==> config.mk <==
export PLATFORM = sky130hd
export DESIGN_NAME = dasp_top
export DESIGN_NICKNAME = d
export VERILOG_FILES = /design/src/verilog/dasp_pkg.sv /design/src/verilog/dasp_lane.sv /design/src/verilog/dasp_top.sv
export SDC_FILE = /design/constraint.sdc
export NUM_CORES = 1
export LEC_CHECK = 0
export BUFFER_PORTS_ARGS = -buffer_cell sky130_fd_sc_hd__buf_4
export CORE_ASPECT_RATIO = 0.75
export CORE_MARGIN = 3
export CORE_UTILIZATION = 35
export CTS_CLUSTER_DIAMETER = 60
export DETAILED_ROUTE_END_ITERATION = 7
export PLACE_DENSITY = 0.5
export SLEW_MARGIN = 20
export SYNTH_ARGS = -nofsm -noshare
export SYNTH_HDL_FRONTEND = slang
export SYNTH_SLANG_ARGS = --single-unit
==> constraint.sdc <==
create_clock -name hclk -period 33.2 [get_ports hclk]
set_input_delay 3.32 -clock hclk [delete_from_list [all_inputs] [get_ports hclk]]
set_output_delay 3.32 -clock hclk [all_outputs]
set_load 0.05 [all_outputs]
==> src/verilog/dasp_pkg.sv <==
// Constants for the dual audio serial port
package dasp_pkg;
    // Register byte offsets
    localparam logic [7:0] MAIN_FMT_OFF   = 8'h00;
    localparam logic [7:0] SAMP_CFG_OFF   = 8'h04;
    localparam logic [7:0] MAIN_CTL_OFF   = 8'h08;
    localparam logic [7:0] AUX_CFG_OFF    = 8'h0C;
    localparam logic [7:0] AUX_CTL_OFF    = 8'h10;
    localparam logic [7:0] MAIN_TXL_OFF   = 8'h14;
    localparam logic [7:0] MAIN_TXR_OFF   = 8'h18;
    localparam logic [7:0] MAIN_RXL_OFF   = 8'h1C;
    localparam logic [7:0] MAIN_RXR_OFF   = 8'h20;
    localparam logic [7:0] AUX_TX_OFF     = 8'h24;
    localparam logic [7:0] AUX_RX_OFF     = 8'h28;
    localparam logic [7:0] STATUS_OFF     = 8'h2C;
    // Main format fields
    localparam int FMT_POL_BIT   = 0;
    localparam int FMT_LJ_BIT    = 1;
    localparam int FMT_IIS_BIT   = 2;
    // Main control fields
    localparam int CTL_RX_BIT    = 0;
    localparam int CTL_TX_BIT    = 1;
    localparam int CTL_MS_BIT    = 2;
    // Aux config fields
    localparam int AUX_SYNC_BIT  = 0;
    localparam int AUX_INV_BIT   = 1;
    localparam int AUX_WID_LSB   = 4;
    localparam int AUX_CH_LSB    = 8;
    // Reset values
    localparam logic [2:0] FMT_RST       = 3'h0;
    localparam logic [4:0] FLEN_RST      = 5'h1F;
    localparam logic [2:0] CTL_RST       = 3'h0;
    localparam logic [1:0] AUX_WID_RST   = 2'h1;
    localparam logic [3:0] AUX_CH_RST    = 4'h2;
    // Frame length codes: half-frame bits = code + 1
    localparam logic [4:0] FLEN_MIN      = 5'h0F;
    localparam logic [4:0] FLEN_32       = 5'h0F;
    localparam logic [4:0] FLEN_64       = 5'h1F;
    localparam int         SAMPLE_W      = 16;
    // Master bit clock half period in hclk cycles
    localparam logic [3:0] BCLK_HALF     = 4'h4;
    // Aux widths: code 0..3 = 32,64,128,256 bit clocks per frame
    localparam logic [1:0] AUX_W128      = 2'h2;
endpackage

==> src/verilog/dasp_lane.sv <==
// One serial lane: clock generation or sampling, shifting in and out
`timescale 1ns/10ps
module dasp_lane (
    // Clock and reset
    input  wire logic        hclk,
    input  wire logic        hresetn,
    // Configuration
    input  wire logic        master,
    input  wire logic        run,
    input  wire logic        invert,
    input  wire logic [8:0]  slot_bits,
    input  wire logic [8:0]  frame_bits,
    input  wire logic [8:0]  data_start,
    input  wire logic [8:0]  data_end,
    input  wire logic        fs_pulse,
    input  wire logic        fs_lead,
    // Pins
    input  wire logic        bclk_in,
    input  wire logic        fs_in,
    output logic             bclk_out,
    output logic             fs_out,
    input  wire logic        sd_in,
    // Frame data
    input  wire logic [15:0] tx_word,
    output logic             sd_bit,
    output logic [15:0]      rx_word,
    output logic             rx_done,
    output logic [8:0]       bit_pos,
    output logic             frame_start
);
    import dasp_pkg::*;

    logic [1:0]  bclk_s_r;
    logic [1:0]  fs_s_r;
    logic        bclk_d_r;
    logic        fs_d_r;
    logic [3:0]  div_r;
    logic        aux_bit_clock_r;
    logic [8:0]  pos_r;
    logic [15:0] sh_r;
    logic [15:0] rx_r;
    logic        sd_r;
    logic        rxd_r;
    logic        fall_d_r;
    logic        dv_r;
    logic        dl_r;

    ////////////////////////////////////////////////////////////////
    wire bclk_i    = master ? aux_bit_clock_r : bclk_s_r[1];
    wire bclk_eff  = invert ? ~bclk_i : bclk_i;
    wire fs_i      = master ? fs_out : fs_s_r[1];
    wire div_end   = (div_r == BCLK_HALF - 4'h1);
    wire mfall     = master && run && div_end && aux_bit_clock_r;
    wire bclk_del  = invert ? ~bclk_d_r : bclk_d_r;
    wire rise      = run && bclk_eff && !bclk_del;
    wire fall      = run && !bclk_eff && bclk_del;
    wire fs_is_lead = (fs_s_r[1] == fs_lead);
    wire s_fs_edge = !master && (fs_s_r[1] != fs_d_r) && (!fs_pulse || fs_is_lead);
    wire in_data   = (pos_r >= data_start) && (pos_r <= data_end);
    // Slave edge: leading level starts the frame, the other starts the second half
    wire [8:0] fs_jump = fs_is_lead ? 9'h000 : slot_bits;
    wire [8:0] pos_nxt = s_fs_edge ? fs_jump
                       : ((pos_r == frame_bits - 9'h001) ? 9'h000 : pos_r + 9'h001);

    assign bclk_out    = run ? aux_bit_clock_r : 1'b0;
    assign bit_pos     = pos_r;
    assign frame_start = fall && (pos_nxt == 9'h000);
    assign sd_bit      = sd_r;
    assign rx_word     = rx_r;
    assign rx_done     = rxd_r;

    ////////////////////////////////////////////////////////////////
    always_ff @(posedge hclk or negedge hresetn) begin
        if (!hresetn) begin
            bclk_s_r <= 2'h0;
            fs_s_r   <= 2'h0;
            bclk_d_r <= 1'b0;
            fs_d_r   <= 1'b0;
            fall_d_r <= 1'b0;
        end else begin
            bclk_s_r <= {bclk_s_r[0], bclk_in};
            fs_s_r   <= {fs_s_r[0], fs_in};
            bclk_d_r <= bclk_i;
            fs_d_r   <= fs_s_r[1];
            fall_d_r <= fall;
        end
    end

    // Master clock divider, held low while idle
    always_ff @(posedge hclk or negedge hresetn) begin
        if (!hresetn) begin
            div_r   <= 4'h0;
            aux_bit_clock_r <= 1'b0;
        end else if (!master || !run) begin
            div_r   <= 4'h0;
            aux_bit_clock_r <= 1'b0;
        end else if (div_end) begin
            div_r   <= 4'h0;
            aux_bit_clock_r <= ~aux_bit_clock_r;
        end else begin
            div_r   <= div_r + 4'h1;
        end
    end

    // shift out on falling edge, MSB first
    always_ff @(posedge hclk or negedge hresetn) begin
        if (!hresetn) begin
            pos_r  <= 9'h000;
            sh_r   <= 16'h0000;
            sd_r   <= 1'b0;
            dv_r   <= 1'b0;
            dl_r   <= 1'b0;
            fs_out <= 1'b0;
        end else if (!run) begin
            pos_r  <= 9'h000;
            sd_r   <= 1'b0;
            dv_r   <= 1'b0;
            dl_r   <= 1'b0;
            fs_out <= 1'b0;
        end else begin
            if (fall) begin
                pos_r <= pos_nxt;
                if (master) begin
                    fs_out <= fs_pulse ? (pos_nxt == 9'h000)
                                       : (pos_nxt >= slot_bits);
                end
            end else if (s_fs_edge) begin
                pos_r <= fs_jump;
            end
            // One cycle after the edge, so the window matches the new position
            if (fall_d_r) begin
                dv_r <= in_data;
                dl_r <= in_data && (pos_r == data_end);
                if (!in_data) begin
                    sd_r <= 1'b0;
                end else if (pos_r == data_start) begin
                    sd_r <= tx_word[15];
                    sh_r <= {tx_word[14:0], 1'b0};
                end else begin
                    sd_r <= sh_r[15];
                    sh_r <= {sh_r[14:0], 1'b0};
                end
            end
        end
    end

    always_ff @(posedge hclk or negedge hresetn) begin
        if (!hresetn) begin
            rx_r  <= 16'h0000;
            rxd_r <= 1'b0;
        end else begin
            rxd_r <= 1'b0;
            if (rise && dv_r) begin
                rx_r  <= {rx_r[14:0], sd_in};
                rxd_r <= dl_r;
            end
        end
    end

    wire unused_fs = fs_i;
endmodule // dasp_lane

==> src/verilog/dasp_top.sv <==
// Dual audio serial port: main stereo port and aux core port with AHB-Lite registers
//
// The AHB-Lite register port and the placing of the registers were chosen for this implementation.
`timescale 1ns/10ps
module dasp_top (
    // AHB-Lite slave
    input  wire logic        hclk,
    input  wire logic        hresetn,
    input  wire logic        hsel,
    input  wire logic [31:0] haddr,
    input  wire logic [1:0]  htrans,
    input  wire logic        hwrite,
    input  wire logic [2:0]  hsize,
    input  wire logic [31:0] hwdata,
    input  wire logic        hready,
    output logic [31:0]      hrdata,
    output logic             hreadyout,
    output logic             hresp,
    // Main audio port
    input  wire logic        main_bclk_i,
    output logic             main_bclk_o,
    output logic             main_bclk_oe_n,
    input  wire logic        main_fclk_i,
    output logic             main_fclk_o,
    output logic             main_fclk_oe_n,
    input  wire logic        main_serial_in,
    output logic             main_serial_out,
    output logic             main_serial_out_oe_n,
    // Aux core port
    input  wire logic        aux_bit_clock_i,
    output logic             aux_bit_clock_o,
    output logic             aux_bit_clock_oe_n,
    input  wire logic        aux_frame_sync_i,
    output logic             aux_frame_sync_o,
    output logic             aux_frame_sync_oe_n,
    input  wire logic        aux_serial_in,
    output logic             aux_serial_out,
    output logic             aux_serial_out_oe_n
);
    import dasp_pkg::*;

    ////////////////////////////////////////////////////////////////
    // Registers
    logic [2:0]  main_port_format_reg_r;
    logic [4:0]  frame_length_field_r;
    logic [2:0]  main_ctl_r;
    logic        aux_sync_mode_bit_r;
    logic        aux_clock_invert_bit_r;
    logic [1:0]  aux_bit_width_field_r;
    logic [3:0]  aux_channel_count_r;
    logic [2:0]  aux_ctl_r;
    logic [15:0] main_txl_r;
    logic [15:0] main_txr_r;
    logic [15:0] main_rxl_r;
    logic [15:0] main_rxr_r;
    logic [15:0] aux_tx_r;
    logic [15:0] aux_rx_r;
    logic [3:0]  aux_rx_slot_r;
    logic        main_ovr_r;
    logic        wr_pend_r;
    logic [7:0]  wr_addr_r;
    logic        rd_pend_r;
    logic [31:0] hrdata_r;

    ////////////////////////////////////////////////////////////////
    // Bus decode
    wire       xfer     = hsel && hready && htrans[1];
    wire [7:0] a_off    = {haddr[7:2], 2'b00};
    wire       wr_en    = wr_pend_r;
    wire       wr_fmt   = wr_en && (wr_addr_r == MAIN_FMT_OFF);
    wire       wr_samp  = wr_en && (wr_addr_r == SAMP_CFG_OFF);
    wire       wr_mctl  = wr_en && (wr_addr_r == MAIN_CTL_OFF);
    wire       wr_acfg  = wr_en && (wr_addr_r == AUX_CFG_OFF);
    wire       wr_actl  = wr_en && (wr_addr_r == AUX_CTL_OFF);
    wire       wr_txl   = wr_en && (wr_addr_r == MAIN_TXL_OFF);
    wire       wr_txr   = wr_en && (wr_addr_r == MAIN_TXR_OFF);
    wire       wr_atx   = wr_en && (wr_addr_r == AUX_TX_OFF);
    wire       wr_stat  = wr_en && (wr_addr_r == STATUS_OFF);

    ////////////////////////////////////////////////////////////////
    // Main port configuration
    wire       m_rx     = main_ctl_r[CTL_RX_BIT];
    wire       m_tx     = main_ctl_r[CTL_TX_BIT];
    wire       m_master = main_ctl_r[CTL_MS_BIT];
    wire       m_run    = m_rx || m_tx;
    wire       m_pol    = main_port_format_reg_r[FMT_POL_BIT];
    wire       m_lj     = main_port_format_reg_r[FMT_LJ_BIT];
    wire       m_iis    = main_port_format_reg_r[FMT_IIS_BIT];
    // slave lengths multiples of 4 from 32 to 64
    wire       flen_ok_s = (frame_length_field_r >= FLEN_MIN) && frame_length_field_r[0];
    // master restricted to 32 or 64
    wire       flen_ok_m = (frame_length_field_r == FLEN_32)
                        || (frame_length_field_r == FLEN_64);
    wire [4:0] flen_use = (m_master ? flen_ok_m : flen_ok_s)
                        ? frame_length_field_r : FLEN_RST;
    wire [8:0] m_slot   = {4'h0, flen_use} + 9'h001;
    wire [8:0] m_frame  = {m_slot[7:0], 1'b0};
    wire [8:0] m_pos;
    wire       m_second = (m_pos >= m_slot);
    wire [8:0] m_hpos   = m_second ? m_pos - m_slot : m_pos;
    // IIS is one empty bit after the edge
    wire [8:0] m_off    = m_iis ? 9'h001
                        : (m_lj ? 9'h000 : m_slot - 9'(SAMPLE_W));
    wire [8:0] m_start  = m_second ? m_slot + m_off : m_off;
    wire [8:0] m_end    = m_start + 9'(SAMPLE_W - 1);
    wire       m_hi_first = 1'b1;
    // polarity 0 left in high phase except in IIS
    // polarity swaps channel order in LR mode
    wire       m_left   = m_iis ? !m_second : (m_pol ? m_second : !m_second);
    wire [15:0] m_txw   = m_left ? main_txl_r : main_txr_r;
    wire       m_fclk_raw;
    wire       m_sd;
    wire [15:0] m_rxw;
    wire       m_rxd;
    wire       m_fstart;
    wire       m_bclk_raw;
    // Left half-frame (first) leads with frame clock high unless IIS or swapped
    wire       m_fclk_inv = m_iis || m_pol;

    dasp_lane u_main (
        .hclk        (hclk),
        .hresetn     (hresetn),
        .master      (m_master),
        .run         (m_run),
        .invert      (1'b0),
        .slot_bits   (m_slot),
        .frame_bits  (m_frame),
        .data_start  (m_start),
        .data_end    (m_end),
        .fs_pulse    (1'b0),
        .fs_lead     (!m_fclk_inv),
        .bclk_in     (main_bclk_i),
        .fs_in       (main_fclk_i),
        .bclk_out    (m_bclk_raw),
        .fs_out      (m_fclk_raw),
        .sd_in       (main_serial_in),
        .tx_word     (m_txw),
        .sd_bit      (m_sd),
        .rx_word     (m_rxw),
        .rx_done     (m_rxd),
        .bit_pos     (m_pos),
        .frame_start (m_fstart)
    );

    // idle master clocks low, outputs only in master
    assign main_bclk_o     = m_bclk_raw;
    assign main_fclk_o     = m_run && (m_fclk_raw ^ ~m_fclk_inv ^ ~m_hi_first);
    assign main_bclk_oe_n  = !m_master;
    assign main_fclk_oe_n  = !m_master;
    // drive serial out only on transmit
    assign main_serial_out      = m_tx ? m_sd : 1'b0;
    assign main_serial_out_oe_n = !m_tx;

    ////////////////////////////////////////////////////////////////
    // Aux port configuration
    wire       a_rx     = aux_ctl_r[CTL_RX_BIT];
    wire       a_tx     = aux_ctl_r[CTL_TX_BIT];
    wire       a_master = aux_ctl_r[CTL_MS_BIT];
    wire       a_run    = a_rx || a_tx;
    // width codes 32..256, channels per frame
    wire [8:0] a_frame  = 9'h020 << aux_bit_width_field_r;
    wire [8:0] a_chs    = {5'h00, aux_channel_count_r};
    wire [8:0] a_slot   = (a_chs == 9'h000) ? a_frame : a_frame / a_chs;
    wire [8:0] a_pos;
    // Slot k covers base+1 to base+16, so index by the previous position
    wire [8:0] a_rel    = (a_pos == 9'h000) ? a_frame - 9'h001 : a_pos - 9'h001;
    wire [8:0] a_idx    = (a_slot == 9'h000) ? 9'h000 : a_rel / a_slot;
    wire [8:0] a_base   = a_idx * a_slot;
    wire [8:0] a_start  = a_base + 9'h001;
    wire [8:0] a_end    = a_start + 9'(SAMPLE_W - 1);
    wire       a_fsraw;
    wire       a_sd;
    wire [15:0] a_rxw;
    wire       a_rxd;
    wire       a_bclk_raw;

    // mode, width and inversion from registers
    dasp_lane u_aux (
        .hclk        (hclk),
        .hresetn     (hresetn),
        .master      (a_master),
        .run         (a_run),
        .invert      (aux_clock_invert_bit_r),
        .slot_bits   (a_frame >> 1),
        .frame_bits  (a_frame),
        .data_start  (a_start),
        .data_end    (a_end),
        .fs_pulse    (!aux_sync_mode_bit_r),
        .fs_lead     (!aux_sync_mode_bit_r),
        .bclk_in     (aux_bit_clock_i),
        .fs_in       (aux_frame_sync_i),
        .bclk_out    (a_bclk_raw),
        .fs_out      (a_fsraw),
        .sd_in       (aux_serial_in),
        .tx_word     (aux_tx_r),
        .sd_bit      (a_sd),
        .rx_word     (a_rxw),
        .rx_done     (a_rxd),
        .bit_pos     (a_pos),
        .frame_start ()
    );

    // aux pins gated like main port
    assign aux_bit_clock_o     = a_run && (a_bclk_raw ^ aux_clock_invert_bit_r);
    assign aux_bit_clock_oe_n  = !a_master;
    assign aux_frame_sync_o    = a_run && a_fsraw;
    assign aux_frame_sync_oe_n = !a_master;
    assign aux_serial_out      = a_tx ? a_sd : 1'b0;
    assign aux_serial_out_oe_n = !a_tx;

    ////////////////////////////////////////////////////////////////
    // Read mux
    wire [31:0] rd_mux =
        (a_off == MAIN_FMT_OFF) ? {29'h0, main_port_format_reg_r} :
        (a_off == SAMP_CFG_OFF) ? {27'h0, frame_length_field_r} :
        (a_off == MAIN_CTL_OFF) ? {29'h0, main_ctl_r} :
        (a_off == AUX_CFG_OFF)  ? {20'h0, aux_channel_count_r, 2'h0,
                                   aux_bit_width_field_r, 2'h0,
                                   aux_clock_invert_bit_r, aux_sync_mode_bit_r} :
        (a_off == AUX_CTL_OFF)  ? {29'h0, aux_ctl_r} :
        (a_off == MAIN_TXL_OFF) ? {16'h0, main_txl_r} :
        (a_off == MAIN_TXR_OFF) ? {16'h0, main_txr_r} :
        (a_off == MAIN_RXL_OFF) ? {16'h0, main_rxl_r} :
        (a_off == MAIN_RXR_OFF) ? {16'h0, main_rxr_r} :
        (a_off == AUX_TX_OFF)   ? {16'h0, aux_tx_r} :
        (a_off == AUX_RX_OFF)   ? {12'h0, aux_rx_slot_r, aux_rx_r} :
        (a_off == STATUS_OFF)   ? {30'h0, m_second, main_ovr_r} : 32'h0;

    assign hrdata    = hrdata_r;
    assign hreadyout = 1'b1;
    assign hresp     = 1'b0;

    ////////////////////////////////////////////////////////////////
    always_ff @(posedge hclk or negedge hresetn) begin
        if (!hresetn) begin
            wr_pend_r <= 1'b0;
            wr_addr_r <= 8'h00;
            rd_pend_r <= 1'b0;
            hrdata_r  <= 32'h0;
        end else begin
            wr_pend_r <= xfer && hwrite;
            wr_addr_r <= a_off;
            rd_pend_r <= xfer && !hwrite;
            if (xfer && !hwrite) begin
                hrdata_r <= rd_mux;
            end
        end
    end

    always_ff @(posedge hclk or negedge hresetn) begin
        if (!hresetn) begin
            main_port_format_reg_r <= FMT_RST;
            frame_length_field_r   <= FLEN_RST;
            main_ctl_r             <= CTL_RST;
            aux_ctl_r              <= CTL_RST;
            aux_sync_mode_bit_r    <= 1'b0;
            aux_clock_invert_bit_r <= 1'b0;
            aux_bit_width_field_r  <= AUX_WID_RST;
            aux_channel_count_r    <= AUX_CH_RST;
            main_txl_r             <= 16'h0000;
            main_txr_r             <= 16'h0000;
            aux_tx_r               <= 16'h0000;
        end else begin
            if (wr_fmt) main_port_format_reg_r <= hwdata[2:0];
            if (wr_samp) frame_length_field_r <= hwdata[4:0];
            if (wr_mctl) main_ctl_r <= hwdata[2:0];
            if (wr_actl) aux_ctl_r <= hwdata[2:0];
            if (wr_acfg) begin
                aux_sync_mode_bit_r    <= hwdata[AUX_SYNC_BIT];
                aux_clock_invert_bit_r <= hwdata[AUX_INV_BIT];
                aux_bit_width_field_r  <= hwdata[AUX_WID_LSB +: 2];
                aux_channel_count_r    <= hwdata[AUX_CH_LSB +: 4];
            end
            if (wr_txl) main_txl_r <= hwdata[15:0];
            if (wr_txr) main_txr_r <= hwdata[15:0];
            if (wr_atx) aux_tx_r <= hwdata[15:0];
        end
    end

    always_ff @(posedge hclk or negedge hresetn) begin
        if (!hresetn) begin
            main_rxl_r    <= 16'h0000;
            main_rxr_r    <= 16'h0000;
            aux_rx_r      <= 16'h0000;
            aux_rx_slot_r <= 4'h0;
            main_ovr_r    <= 1'b0;
        end else begin
            if (m_rxd && m_rx) begin
                if (m_left) main_rxl_r <= m_rxw;
                else main_rxr_r <= m_rxw;
            end
            if (a_rxd && a_rx) begin
                aux_rx_r      <= a_rxw;
                aux_rx_slot_r <= a_idx[3:0];
            end
            // Frame wrap flag, set beats clear
            if (m_fstart && m_run) main_ovr_r <= 1'b1;
            else if (wr_stat && hwdata[0]) main_ovr_r <= 1'b0;
        end
    end

    wire unused_ok = rd_pend_r ^ (|hsize) ^ (|haddr[31:8]) ^ (|haddr[1:0]);
endmodule // dasp_top

# After elaboration in Yosys (flattened, before gate mapping)
# Cells that the tools add are included.
dict set report op_classes {
  add_sub_neg 13
  mul 1
  div 2
  n_lt_le_gt_ge 8
  eq_ne 41
  shift 1
  mux 80
  bitwise 8
  reduce_logical 76
}
# op count
set ops {}
lappend ops {{20-bit 2-to-1 mux} 11}
lappend ops {{9-bit 2-to-1 mux} 16}
lappend ops {{9-bit equality test} 6}
lappend ops {{16-bit 2-to-1 mux} 3}
lappend ops {{9-bit logical NOT} 5}
lappend ops {{6-bit by 3-bit equality test with 1-bit output (second input constant)} 7}
lappend ops {{1-bit 2-to-1 mux} 42}
lappend ops {{1-bit logical AND} 39}
lappend ops {{6-bit by 4-bit equality test with 1-bit output (second input constant)} 6}
lappend ops {{9-bit by 1-bit adder with 9-bit output (second input constant)} 3}
lappend ops {{6-bit by 2-bit equality test with 1-bit output (second input constant)} 4}
lappend ops {{9-bit by 4-bit adder with 9-bit output (second input constant)} 2}
lappend ops {{9-bit by 6-bit >= comparator with 1-bit output} 2}
lappend ops {{9-bit >= comparator} 2}
lappend ops {{9-bit <= comparator} 2}
lappend ops {{9-bit by 1-bit subtractor with 9-bit output (second input constant)} 2}
lappend ops {{8-bit logical NOT} 2}
lappend ops {{4-bit 2-to-1 mux} 4}
lappend ops {{1-bit logical NOT} 14}
lappend ops {{6-bit by 1-bit equality test with 1-bit output (second input constant)} 2}
lappend ops {{6-bit by 9-bit adder with 9-bit output} 1}
lappend ops {{9-bit by 4-bit divider with 9-bit output} 1}
lappend ops {{9-bit by 9-bit divider with 9-bit output} 1}
lappend ops {{9-bit by 8-bit >= comparator with 1-bit output} 1}
lappend ops {{25 further kinds} 52}
dict set report word_totals {
  regBits 278
  input_bits 80
  output_inout_bits 46
  elab_cells 279
}

# Logic depth before layout (Yosys ltp)
# Gate-level depths: netlist of the first run.
dict set report logic_depth {
  depth_word 18
  mapped_depth 150
  ltp_nobuf 141
}

# Hierarchy
# Synthesis of the first run repeated with hierarchy kept, for this count alone.
dict set report unflattened {
  hier_cells 2144
  hier_area_um2 20350.8
}
# module instances cells_each area_each_um2 seq_area_each_um2
set by_module_without_submodules {}
lappend by_module_without_submodules {dasp_top 1 1398 12893.6 3762.4}
lappend by_module_without_submodules {dasp_lane 2 373 3728.6 1426.4}

# Worst setup path before layout of the first run
# No wires, ideal clock.
dict set report synth_path {
  kind {register to register}
  from {register aux_channel_count_r[0]}
  to {register u_aux.sh_r[10]}
  setup_time_ns 0.125
  arrival_ns 29.161
  required_ns 33.075
  slack_ns 3.914
  stages_incl_launch_ff 144
  n_path_buf 9
  synth_period_minus_slack_ns 29.286
  cell_sequence {dfrtp_1 -> inv_1 -> clkbuf_1 -> ha_1 -> o21a_1 -> o211ai_1 -> mux2i_1 -> inv_1 -> ha_1 -> o21ai_0 -> a32oi_2 -> and2_1 -> buf_2 -> mux2i_1 -> ha_1 -> inv_2 -> o21a_1 -> nor2_1 -> (+108 left out) -> ha_1 -> inv_1 -> o21bai_1 -> a21oi_1 -> xnor2_1 -> xnor2_1 -> xnor2_1 -> xnor2_1 -> xnor2_1 -> xnor2_1 -> xnor2_1 -> ha_1 -> nand3_1 -> nor3_1 -> a21oi_1 -> nor3b_1 -> clkbuf_1 -> mux2_2}
}
dict set report synth_via {
  elab_chain_cells 10
  word_cells_on_any_way 15
}
# element line
set synth_lines {}
lappend synth_lines {{start, declared} dasp_top.sv:50} ;# logic [3:0] aux_channel_count_r;
lappend synth_lines {{start signal, assigned} dasp_top.sv:272} ;# aux_channel_count_r <= hwdata[AUX_CH_LSB +: 4];
lappend synth_lines {{9-bit by 4-bit divider with 9-bit output / 9-bit logical NOT (equally long branches)} dasp_top.sv:163} ;# wire [8:0] a_slot = (a_chs == 9'h000) ? a_frame : a_frame / a_chs;
lappend synth_lines {{9-bit 2-to-1 mux (*)} dasp_top.sv:163}
lappend synth_lines {{9-bit by 9-bit divider with 9-bit output / 9-bit logical NOT (equally long branches)} dasp_top.sv:167} ;# wire [8:0] a_idx = (a_slot == 9'h000) ? 9'h000 : a_rel / a_slot;
lappend synth_lines {{9-bit 2-to-1 mux} dasp_top.sv:167}
lappend synth_lines {{9-bit by 9-bit multiplier with 9-bit output (*)} dasp_top.sv:168} ;# wire [8:0] a_base = a_idx * a_slot;
lappend synth_lines {{9-bit by 1-bit adder with 9-bit output (*)} dasp_top.sv:169} ;# wire [8:0] a_start = a_base + 9'h001;
lappend synth_lines {{9-bit by 4-bit adder with 9-bit output} dasp_top.sv:170} ;# wire [8:0] a_end = a_start + 9'(SAMPLE_W - 1);
lappend synth_lines {{9-bit <= comparator} dasp_lane.sv:59} ;# wire in_data = (pos_r >= data_start) && (pos_r <= data_end);
lappend synth_lines {{1-bit logical AND} dasp_lane.sv:59}
lappend synth_lines {{3-bit AND reduction (no source line)} -}
lappend synth_lines {{end signal, assigned} dasp_lane.sv:138} ;# sh_r <= {tx_word[14:0], 1'b0};
lappend synth_lines {{end signal, assigned} dasp_lane.sv:141} ;# sh_r <= {sh_r[14:0], 1'b0};
lappend synth_lines {{end, declared} dasp_lane.sv:40} ;# logic [15:0] sh_r;
# Mark *: on every way between the ends. The rest lies on a longest branch, timed or not.
# A chain may end at the register's enable or synchronous reset.

# Final worst setup path of the first run
dict set report layout_path {
  from {register aux_bit_width_field_r[0]}
  to {register u_aux.sh_r[11]}
}
dict set report layout_via {
  elab_chain_cells 11
  word_cells_on_any_way 17
}
# element line
set layout_lines {}
lappend layout_lines {{start, declared} dasp_top.sv:49} ;# logic [1:0] aux_bit_width_field_r;
lappend layout_lines {{start signal, assigned} dasp_top.sv:271} ;# aux_bit_width_field_r <= hwdata[AUX_WID_LSB +: 2];
lappend layout_lines {{6-bit by 2-bit << shifter with 9-bit output (*)} dasp_top.sv:161} ;# wire [8:0] a_frame = 9'h020 << aux_bit_width_field_r;
lappend layout_lines {{9-bit by 4-bit divider with 9-bit output / 9-bit by 1-bit subtractor with 9-bit output (equally long branches)} {dasp_top.sv:163, dasp_top.sv:166}}
lappend layout_lines {{9-bit 2-to-1 mux, on equally long branches} {dasp_top.sv:163, dasp_top.sv:166}}
lappend layout_lines {{9-bit by 9-bit divider with 9-bit output / 9-bit logical NOT (equally long branches)} dasp_top.sv:167}
lappend layout_lines {{9-bit 2-to-1 mux} dasp_top.sv:167}
lappend layout_lines {{9-bit by 9-bit multiplier with 9-bit output (*)} dasp_top.sv:168}
lappend layout_lines {{9-bit by 1-bit adder with 9-bit output (*)} dasp_top.sv:169}
lappend layout_lines {{9-bit by 4-bit adder with 9-bit output} dasp_top.sv:170}
lappend layout_lines {{9-bit <= comparator} dasp_lane.sv:59}
lappend layout_lines {{1-bit logical AND} dasp_lane.sv:59}
lappend layout_lines {{3-bit AND reduction (no source line)} -}
# Marked as above.

==> results of run 1 <==
==> state kept, by name, indices dropped and copies added (netlist names), 16 cells and up <==
name / count
u_main.rx_word: 16
main_rxl_r: 16
aux_rx_r: 16
aux_tx_r: 16
u_aux.rx_word: 16
main_txr_r: 16
hrdata: 20
main_rxr_r: 16
main_txl_r: 16
==> layout make-up <==
type	count	area, µm²	area share
clock inverters	16	176	0.00814
clock buffers	38	840	0.0388
multi-input cells	1499	11700	0.539
well taps	712	891	0.0411
flip-flops and latches	264	6620	0.305
inverters	102	383	0.0177
repair buffers	139	1090	0.0502
==> cell families (layout without fill, tap and decap cells) <==
| family | count (synthesis) | count (layout) | synth area share |
|---|---|---|---|
| AOI/OAI and AO/OA | 420 | 420 | 0.146 |
| other | 2 | 19 | 0.000397 |
| xor gates and xnor gates | 88 | 88 | 0.0407 |
| and+or+nand+nor | 524 | 524 | 0.137 |
| DFF | 264 | 264 | 0.349 |
| adders and majority gates | 184 | 184 | 0.129 |
| muxes | 264 | 264 | 0.156 |
| buffers and inverters | 192 | 295 | 0.0420 |
==> critical path: cells and delay by family, from the launching register on <==
family	cells	cell delay [ns]
muxes	9	3.13
AOI/OAI and AO/OA	65	12.05
buffers and inverters	15	2.18
xor gates and xnor gates	7	1.26
adders and majority gates	23	6.68
DFF	1	0.67
and+or+nand+nor	25	4.56
==> final timing paths <==
kind	start	to	slack, ns	cells after the start
min in group asynchronous	hresetn	main_rxr_r[2]	2.82	1
worst max register to register	aux_bit_width_field_r[0]	u_aux.sh_r[11]	2.47	144
worst min register to register	u_aux.bclk_s_r[0]	u_aux.bclk_s_r[1]	0.35	0
worst min-delay path	u_aux.bclk_s_r[0]	u_aux.bclk_s_r[1]	0.35	0
worst max-delay path	aux_bit_width_field_r[0]	u_aux.sh_r[11]	2.47	144
max in group asynchronous	hresetn	hrdata[10]	28.99	2
==> per-stage QoR <==
step / utilization / cell area, µm² / instances / hold slack (ns)
final: 0.407 / 21700 / 2770 / 0.349
after global routing: 0.407 / 21700 / 2770 / 0.354
after CTS: 0.406 / 21600 / 2770 / 0.349
after detailed placement: 0.387 / 20600 / 2716 / 0.336
after global placement: 0.387 / 20600 / 2716 / 0.335
after floorplan: - / 19000 / 1955 / 0.331
==> synth_stat cells (7+ instances only) <==
| library cell | number | area share |
|---|---|---|
| o21ai_1 | 11 | 0.0029 |
| o21ai_0 | 103 | 0.027 |
| fa_1 | 19 | 0.020 |
| mux2i_1 | 50 | 0.026 |
| xnor2_1 | 62 | 0.029 |
| nand2_1 | 128 | 0.025 |
| nand2b_1 | 39 | 0.013 |
| nor3b_1 | 8 | 0.0032 |
| buf_4 | 16 | 0.0063 |
| a21oi_1 | 102 | 0.027 |
| and2_1 | 11 | 0.0036 |
| nor3_1 | 48 | 0.013 |
| dfstp_2 | 7 | 0.0097 |
| o211ai_1 | 8 | 0.0032 |
| a22o_1 | 18 | 0.0083 |
| a31oi_1 | 12 | 0.0040 |
| ha_1 | 165 | 0.11 |
| nor2_1 | 140 | 0.028 |
| clkbuf_1 | 66 | 0.013 |
| o22ai_1 | 14 | 0.0046 |
| o31ai_1 | 14 | 0.0056 |
| xor2_1 | 26 | 0.012 |
| a22oi_1 | 11 | 0.0044 |
| or3_1 | 17 | 0.0056 |
| or2_2 | 9 | 0.0030 |
| dfrtp_1 | 257 | 0.34 |
| and3_1 | 10 | 0.0033 |
| mux2_2 | 208 | 0.12 |
| o21a_1 | 33 | 0.013 |
| nand4_1 | 14 | 0.0046 |
| nor2b_1 | 31 | 0.010 |
| nand3_1 | 36 | 0.0095 |
| inv_1 | 98 | 0.019 |
| a21o_1 | 33 | 0.013 |
==> metal layers <==
layer	vias up	track usage
li1	7111	-
met1	7374	0.306
met2	299	0.262
met3	57	0.0282
met4	2	0.0338
met5	-	0
==> impl_metrics.json, run 1 <==
{
  "cts_setup_buffers": 0,
  "clkLatencyLatePin_ns": 0.57,
  "layout_min_cycle_time_ns": 30.73,
  "highest_layer": "met5",
  "final_cell_mix": "256 x dfrtp_1, 208 x mux2_2, 165 x ha_1",
  "final.fill_count": 5207,
  "async_flop_share": 1.00,
  "start_util": 0.355,
  "avgSynthCellArea_um2": 9.77,
  "drtIter0Drc": 1041,
  "rsz0062_at_grt": "false",
  "grt_first_pass_wirelength_mm": 85.5,
  "port_buffers": 65,
  "vias": 14800,
  "overflow": 0,
  "setup_viol": 0,
  "grt_usage": 0.189,
  "critPathMaxStageDelay_ns": 0.67,
  "seq_area_frac_synth": 0.349,
  "cts_root_buf": "clkbuf_16",
  "fp.dieArea_um2": 56900,
  "ys_ff_latch": 264,
  "startpoint_type": "flop",
  "met1_length_mm": 28.5,
  "die_x_um": 275,
  "place_ws_ns": 1.99,
  "endpoint_kind": "flop",
  "drcViolationCount": 0,
  "drive_gt1_frac": 0.225,
  "synth-edff-count": 0,
  "max_slew_margin": 0.262,
  "hpwl_mm": 40.2,
  "period_share": 0.926,
  "wirelength_mm": 53.9,
  "cts_buffers": 29,
  "drt-pass1-iter-count": 6,
  "final.setup.tns_ns": 0,
  "row_count": 73,
  "synth_cells": 1938,
  "crit_type": "reg2reg",
  "grt_max_degree": 150,
  "timing.fmax_ghz": 0.0325,
  "route.met3.wl_mm": 2.77,
  "setup_slack_ns": 2.47,
  "clock_path_buffers": 3,
  "n_antenna_cell": 0,
  "area.growth.synth_to_final_pct": 14.4,
  "critPathMaxFanout": 16,
  "antenna_found_initial": 2,
  "wire_per_inst_um": 19.5,
  "layout_commonest_cell": "dfrtp_1",
  "cts_resized": 0,
  "required_ns": 33.65,
  "die_height_um": 207,
  "clk_pin_slew_ns": 0.06,
  "cp_common_cell": "ha_1",
  "hp-class": "reg2reg",
  "cts_tree": "built",
  "arrival_ns": 31.18,
  "fin_nets": 2299,
  "cts_sinks": 264,
  "final_hold_viol_count": 0,
  "wl_met2_mm": 21.6,
  "place_congestion": 0.847,
  "drv_slew": 0,
  "cap_violations": 0,
  "yosysWarnings": 0,
  "htreeDepth": 1,
  "crit_path_top_delay_cell": "dfstp_2",
  "core_area_um2": 53200,
  "yosysUniqueCellTypes": 92,
  "grt_pass1_vias": 14600,
  "ios": 126,
  "fin_skew_ns": 0.00989,
  "status": "complete, no violations",
  "via_per_inst": 5.36,
  "cts_hold_buffers": 0,
  "synth_flop_cell": "dfrtp_1",
  "tightestPinTransition_ns": 1.11,
  "synth.cell_area_um2": 18900,
  "ant_nets": 0
}
Power of run 1 is left out: the tool's default activity adds up to more than one toggle a clock period on the data nets, which glitch-free logic cannot reach.
==> run 2, diff against run 1 <==
Settings changed: CAP_MARGIN from default to 10, CORE_ASPECT_RATIO 0.75 to default.
==> impl_metrics.json, run 2 (synthesis results as in run 1) <==
{
  "status": "complete, no violations",
  "grt_usage": 0.186,
  "grt_max_degree": 122,
  "fin_cells": 2723,
  "tightestPinTransition_ns": 1.12,
  "rsz0062_at_grt": "false",
  "wire_per_inst_um": 19.6,
  "ios": 126,
  "r2r_setup_slack_ns": 2.25,
  "fin_skew_ns": 0.0137,
  "grt_first_pass_wirelength_mm": 84.4,
  "largest_register_ffs": 20,
  "n_antenna_cell": 0,
  "crit_type": "reg2reg",
  "worst-path-buf-inv": 16,
  "antenna_found_initial": 1,
  "wirelength_mm": 53.5,
  "timing.fmax_ghz": 0.0323,
  "seqCellArea_um2": 6620,
  "cts_buffers": 30,
  "critPathMaxFanout": 16,
  "holdWs_ns": 0.347,
  "layout_min_cycle_time_ns": 30.95,
  "port_buffers": 65,
  "hp-class": "reg2reg",
  "period_share": 0.932,
  "clock_path_buffers": 3,
  "cts_sinks": 264,
  "final_hold_viol_count": 0,
  "critPathMaxStageDelay_ns": 0.67,
  "place_inst": 2664,
  "drive_gt1_frac": 0.216,
  "holdCritStartpoint": "u_aux.bclk_s_r[0]",
  "drtIter0Drc": 855,
  "final.setup.tns_ns": 0,
  "cts_hold_buffers": 0,
  "multi_input_area_um2": 11700,
  "final_cell_mix": "256 x dfrtp_1, 208 x mux2_2, 165 x ha_1",
  "cts_root_buf": "clkbuf_16",
  "r2r-start": "aux_bit_width_field_r[0]",
  "htreeDepth": 1,
  "start_util": 0.357,
  "min_to": "u_aux.bclk_s_r[1]",
  "overflow": 0,
  "grt_pass1_vias": 14800,
  "die_height_um": 239,
  "setup_viol": 0,
  "via_per_inst": 5.38,
  "fp.dieArea_um2": 56900,
  "vias": 14700,
  "ant_nets": 0,
  "hpwl_mm": 39.7,
  "cap_violations": 0,
  "worstRegToRegCells": 145,
  "final.fill_count": 5287,
  "drcViolationCount": 0,
  "startpoint_type": "flop",
  "crit_path_top_delay_cell": "dfstp_2",
  "clkLatencyLatePin_ns": 0.58,
  "core_area_um2": 53100,
  "cp_common_cell": "ha_1",
  "row_count": 84,
  "drt-pass1-iter-count": 5,
  "cpLargestDelayFamily": "compound AO/OA/AOI/OAI gates",
  "max_slew_margin": 0.248,
  "fin_nets": 2276,
  "drv_slew": 0,
  "required_ns": 33.65,
  "die_x_um": 239,
  "min_path_cells": 0,
  "area.growth.synth_to_final_pct": 13.6,
  "arrival_ns": 31.40,
  "layout_commonest_cell": "dfrtp_1",
  "place_congestion": 0.881,
  "clk_pin_slew_ns": 0.06,
  "endpoint_kind": "flop",
  "r2r_end": "u_aux.sh_r[7]",
  "cts_tree": "built"
}
run 2: worst register-to-register path, delay by kind of cell (launching register included):
| family | cells | cell delay, ns |
|---|---|---|
| AO/OA/AOI/OAI | 64 | 12.04 |
| adder cells (fa/ha/maj) | 23 | 6.73 |
| AND/OR/NAND/NOR | 26 | 4.70 |
| multiplexers | 9 | 3.18 |
| buffers and inverters | 16 | 2.40 |
| XOR/XNOR | 7 | 1.10 |
| flip-flops | 1 | 0.67 |
run 2: worst max path at each step:
| stage | from | slack [ns] | endpoint | cells past startpoint |
|---|---|---|---|---|
| floorplan | aux_channel_count_r[0] | 3.91 | u_aux.sh_r[10] | 143 |
| global placement | aux_bit_width_field_r[1] | 2.03 | u_aux.sh_r[8] | 144 |
| detailed placement | aux_bit_width_field_r[1] | 1.45 | u_aux.sh_r[7] | 144 |
| CTS | aux_bit_width_field_r[1] | 1.29 | u_aux.sh_r[7] | 144 |
| global route | aux_bit_width_field_r[0] | 0.11 | u_aux.sh_r[7] | 145 |
| finish | aux_bit_width_field_r[0] | 2.25 | u_aux.sh_r[7] | 145 |
run 2: per-stage QoR:
| stage | area, µm² | setup WS (ns) | util |
|---|---|---|---|
| floorplan | 19000 | 3.91 | - |
| global placement | 20400 | 2.03 | 0.384 |
| detailed placement | 20400 | 1.45 | 0.384 |
| CTS | 21400 | 1.29 | 0.404 |
| global route | 21500 | 0.110 | 0.405 |
| finish | 21500 | 2.25 | 0.405 |
run 2: repair_timing:
action,CTS,global route
endpoints found under the setup margin,0,18
resized for setup,0,10
buffers inserted,0,3
endpoints found under the hold margin,0,0
run 2: routing by layer:
layer | up-vias | routed length [µm] | track usage
met5 | - | 9 | 0
met3 | 68 | 2200 | 0.0220
met2 | 280 | 24900 | 0.310
met1 | 7267 | 24500 | 0.253
met4 | 2 | 1800 | 0.0614
li1 | 7041 | - | -
run 2: layout make-up:
| class | instances | area share |
|---|---|---|
| repair buffers | 115 | 0.0420 |
| well taps | 688 | 0.0400 |
| inverters | 102 | 0.0178 |
| multi-input cells | 1499 | 0.543 |
| clock inverters | 15 | 0.00995 |
| clock buffers | 40 | 0.0399 |
| flip-flops and latches | 264 | 0.308 |
Power of run 2 is left out for the same reason.
==> run 3, diff against run 2 <==
Settings changed: CORE_UTILIZATION 35 to 40, PLACE_DENSITY 0.5 to 0.56.
==> impl_metrics.json, run 3 (synthesis results as in run 1) <==
{
  "start_util": 0.406,
  "htreeDepth": 1,
  "hpwl_mm": 38.2,
  "wirelength_mm": 51.4,
  "arrival_ns": 31.42,
  "vias": 14500,
  "fin_cells": 2620,
  "clock_path_buffers": 3,
  "fin_nets": 2255,
  "grt_max_degree": 116,
  "tightestPinTransition_ns": 1.14,
  "via_per_inst": 5.53,
  "final_cell_mix": "255 x dfrtp_1, 208 x mux2_2, 165 x ha_1",
  "cts_root_buf": "clkbuf_16",
  "place_inst": 2567,
  "grt_usage": 0.205,
  "endpoint_kind": "flop",
  "drv_slew": 0,
  "layout_commonest_cell": "dfrtp_1",
  "fin_skew_ns": 0.0113,
  "hp-class": "reg2reg",
  "status": "complete, no violations",
  "critPathMaxStageDelay_ns": 0.67,
  "area.growth.synth_to_final_pct": 12.2,
  "overflow": 0,
  "row_count": 79,
  "ios": 126,
  "place_congestion": 0.879,
  "startpoint_type": "flop",
  "die_height_um": 224,
  "clk_pin_slew_ns": 0.06,
  "critPathMaxFanout": 13,
  "grt_pass1_vias": 14600,
  "drt-pass1-iter-count": 5,
  "place_ws_ns": 1.42,
  "die_x_um": 224,
  "ant_nets": 0,
  "cts_tree": "built",
  "final_hold_viol_count": 0,
  "timing.fmax_ghz": 0.0323,
  "cap_violations": 0,
  "cts_buffers": 28,
  "crit_type": "reg2reg",
  "n_antenna_cell": 0,
  "setup_slack_ns": 2.21,
  "antenna_found_initial": 0,
  "core_area_um2": 46700,
  "cts_hold_buffers": 0,
  "layout_min_cycle_time_ns": 30.99,
  "wire_per_inst_um": 19.6,
  "port_buffers": 65,
  "drive_gt1_frac": 0.209,
  "setup_viol": 0,
  "grt_first_pass_wirelength_mm": 82.3,
  "cts_sinks": 264,
  "largest_register_ffs": 20,
  "required_ns": 33.63,
  "period_share": 0.933,
  "max_slew_margin": 0.238,
  "drcViolationCount": 0,
  "fp.dieArea_um2": 50000,
  "drtIter0Drc": 743,
  "cp_common_cell": "ha_1",
  "clkLatencyLatePin_ns": 0.55,
  "crit_path_top_delay_cell": "dfstp_2"
}
## run 3: changes by cell type in the layout (fill, tap and decap cells not counted), moves of 2 or more
cell and change:
buf_12 -2, buf_4 -16, bufinv_16 +2, clkbuf_8 +2
clkinvlp_4 -2, inv_6 -2
## run 3: repair_timing
action / in CTS / in global routing
endpoints found under the setup margin: 0 / 18
buffers inserted: 0 / 1
gates resized for setup: 0 / 13
## run 3: area by class of cell
cell class	count	area, µm²
flip-flops and latches	264	6620
multi-input cells	1499	11700
fillers	4469	25400
well taps	607	759
repair buffers	96	728
clock inverters	12	225
clock buffers	40	857
inverters	102	383
## run 3: stage by stage
step / instance area (µm²) / util / TNS [ns] / hold WS [ns]
floorplan: 19000 / - / 0 / 0.331
global placement: 20100 / 0.431 / 0 / 0.334
detailed placement: 20100 / 0.431 / 0 / 0.336
CTS: 21200 / 0.454 / 0 / 0.348
global route: 21200 / 0.455 / -0.0623 / 0.354
finish: 21200 / 0.455 / 0 / 0.348
## run 3: final timing paths
check	from	to	slack, ns	cells past startpoint
max	aux_bit_width_field_r[0]	u_aux.sh_r[7]	2.21	143
min	u_main.fs_s_r[0]	u_main.fs_s_r[1]	0.35	0
max reg2reg	aux_bit_width_field_r[0]	u_aux.sh_r[7]	2.21	143
min reg2reg	u_main.fs_s_r[0]	u_main.fs_s_r[1]	0.35	0
max in group asynchronous	hresetn	aux_bit_width_field_r[1]	28.76	2
min in group asynchronous	hresetn	u_aux.rx_word[14]	2.86	1
## run 3: metal layers
metal  GRT usage  wire length (µm)  vias up
met1       0.281             23600     7124
met2       0.349             24700      271
met3      0.0199              1900       69
met5           0                 0        -
met4      0.0518              1230        0
li1            -                 -     7023
## run 3: critical path: cells and delay by family (launching register included)
kind	cells	cell delay, ns
and+or+nand+nor	26	4.58
xor gates and xnor gates	7	1.18
AOI/OAI and AO/OA	63	11.68
DFF	1	0.67
buffers and inverters	15	2.51
muxes	9	3.14
adders and majority gates	23	7.04
Power of run 3 is left out for the same reason.
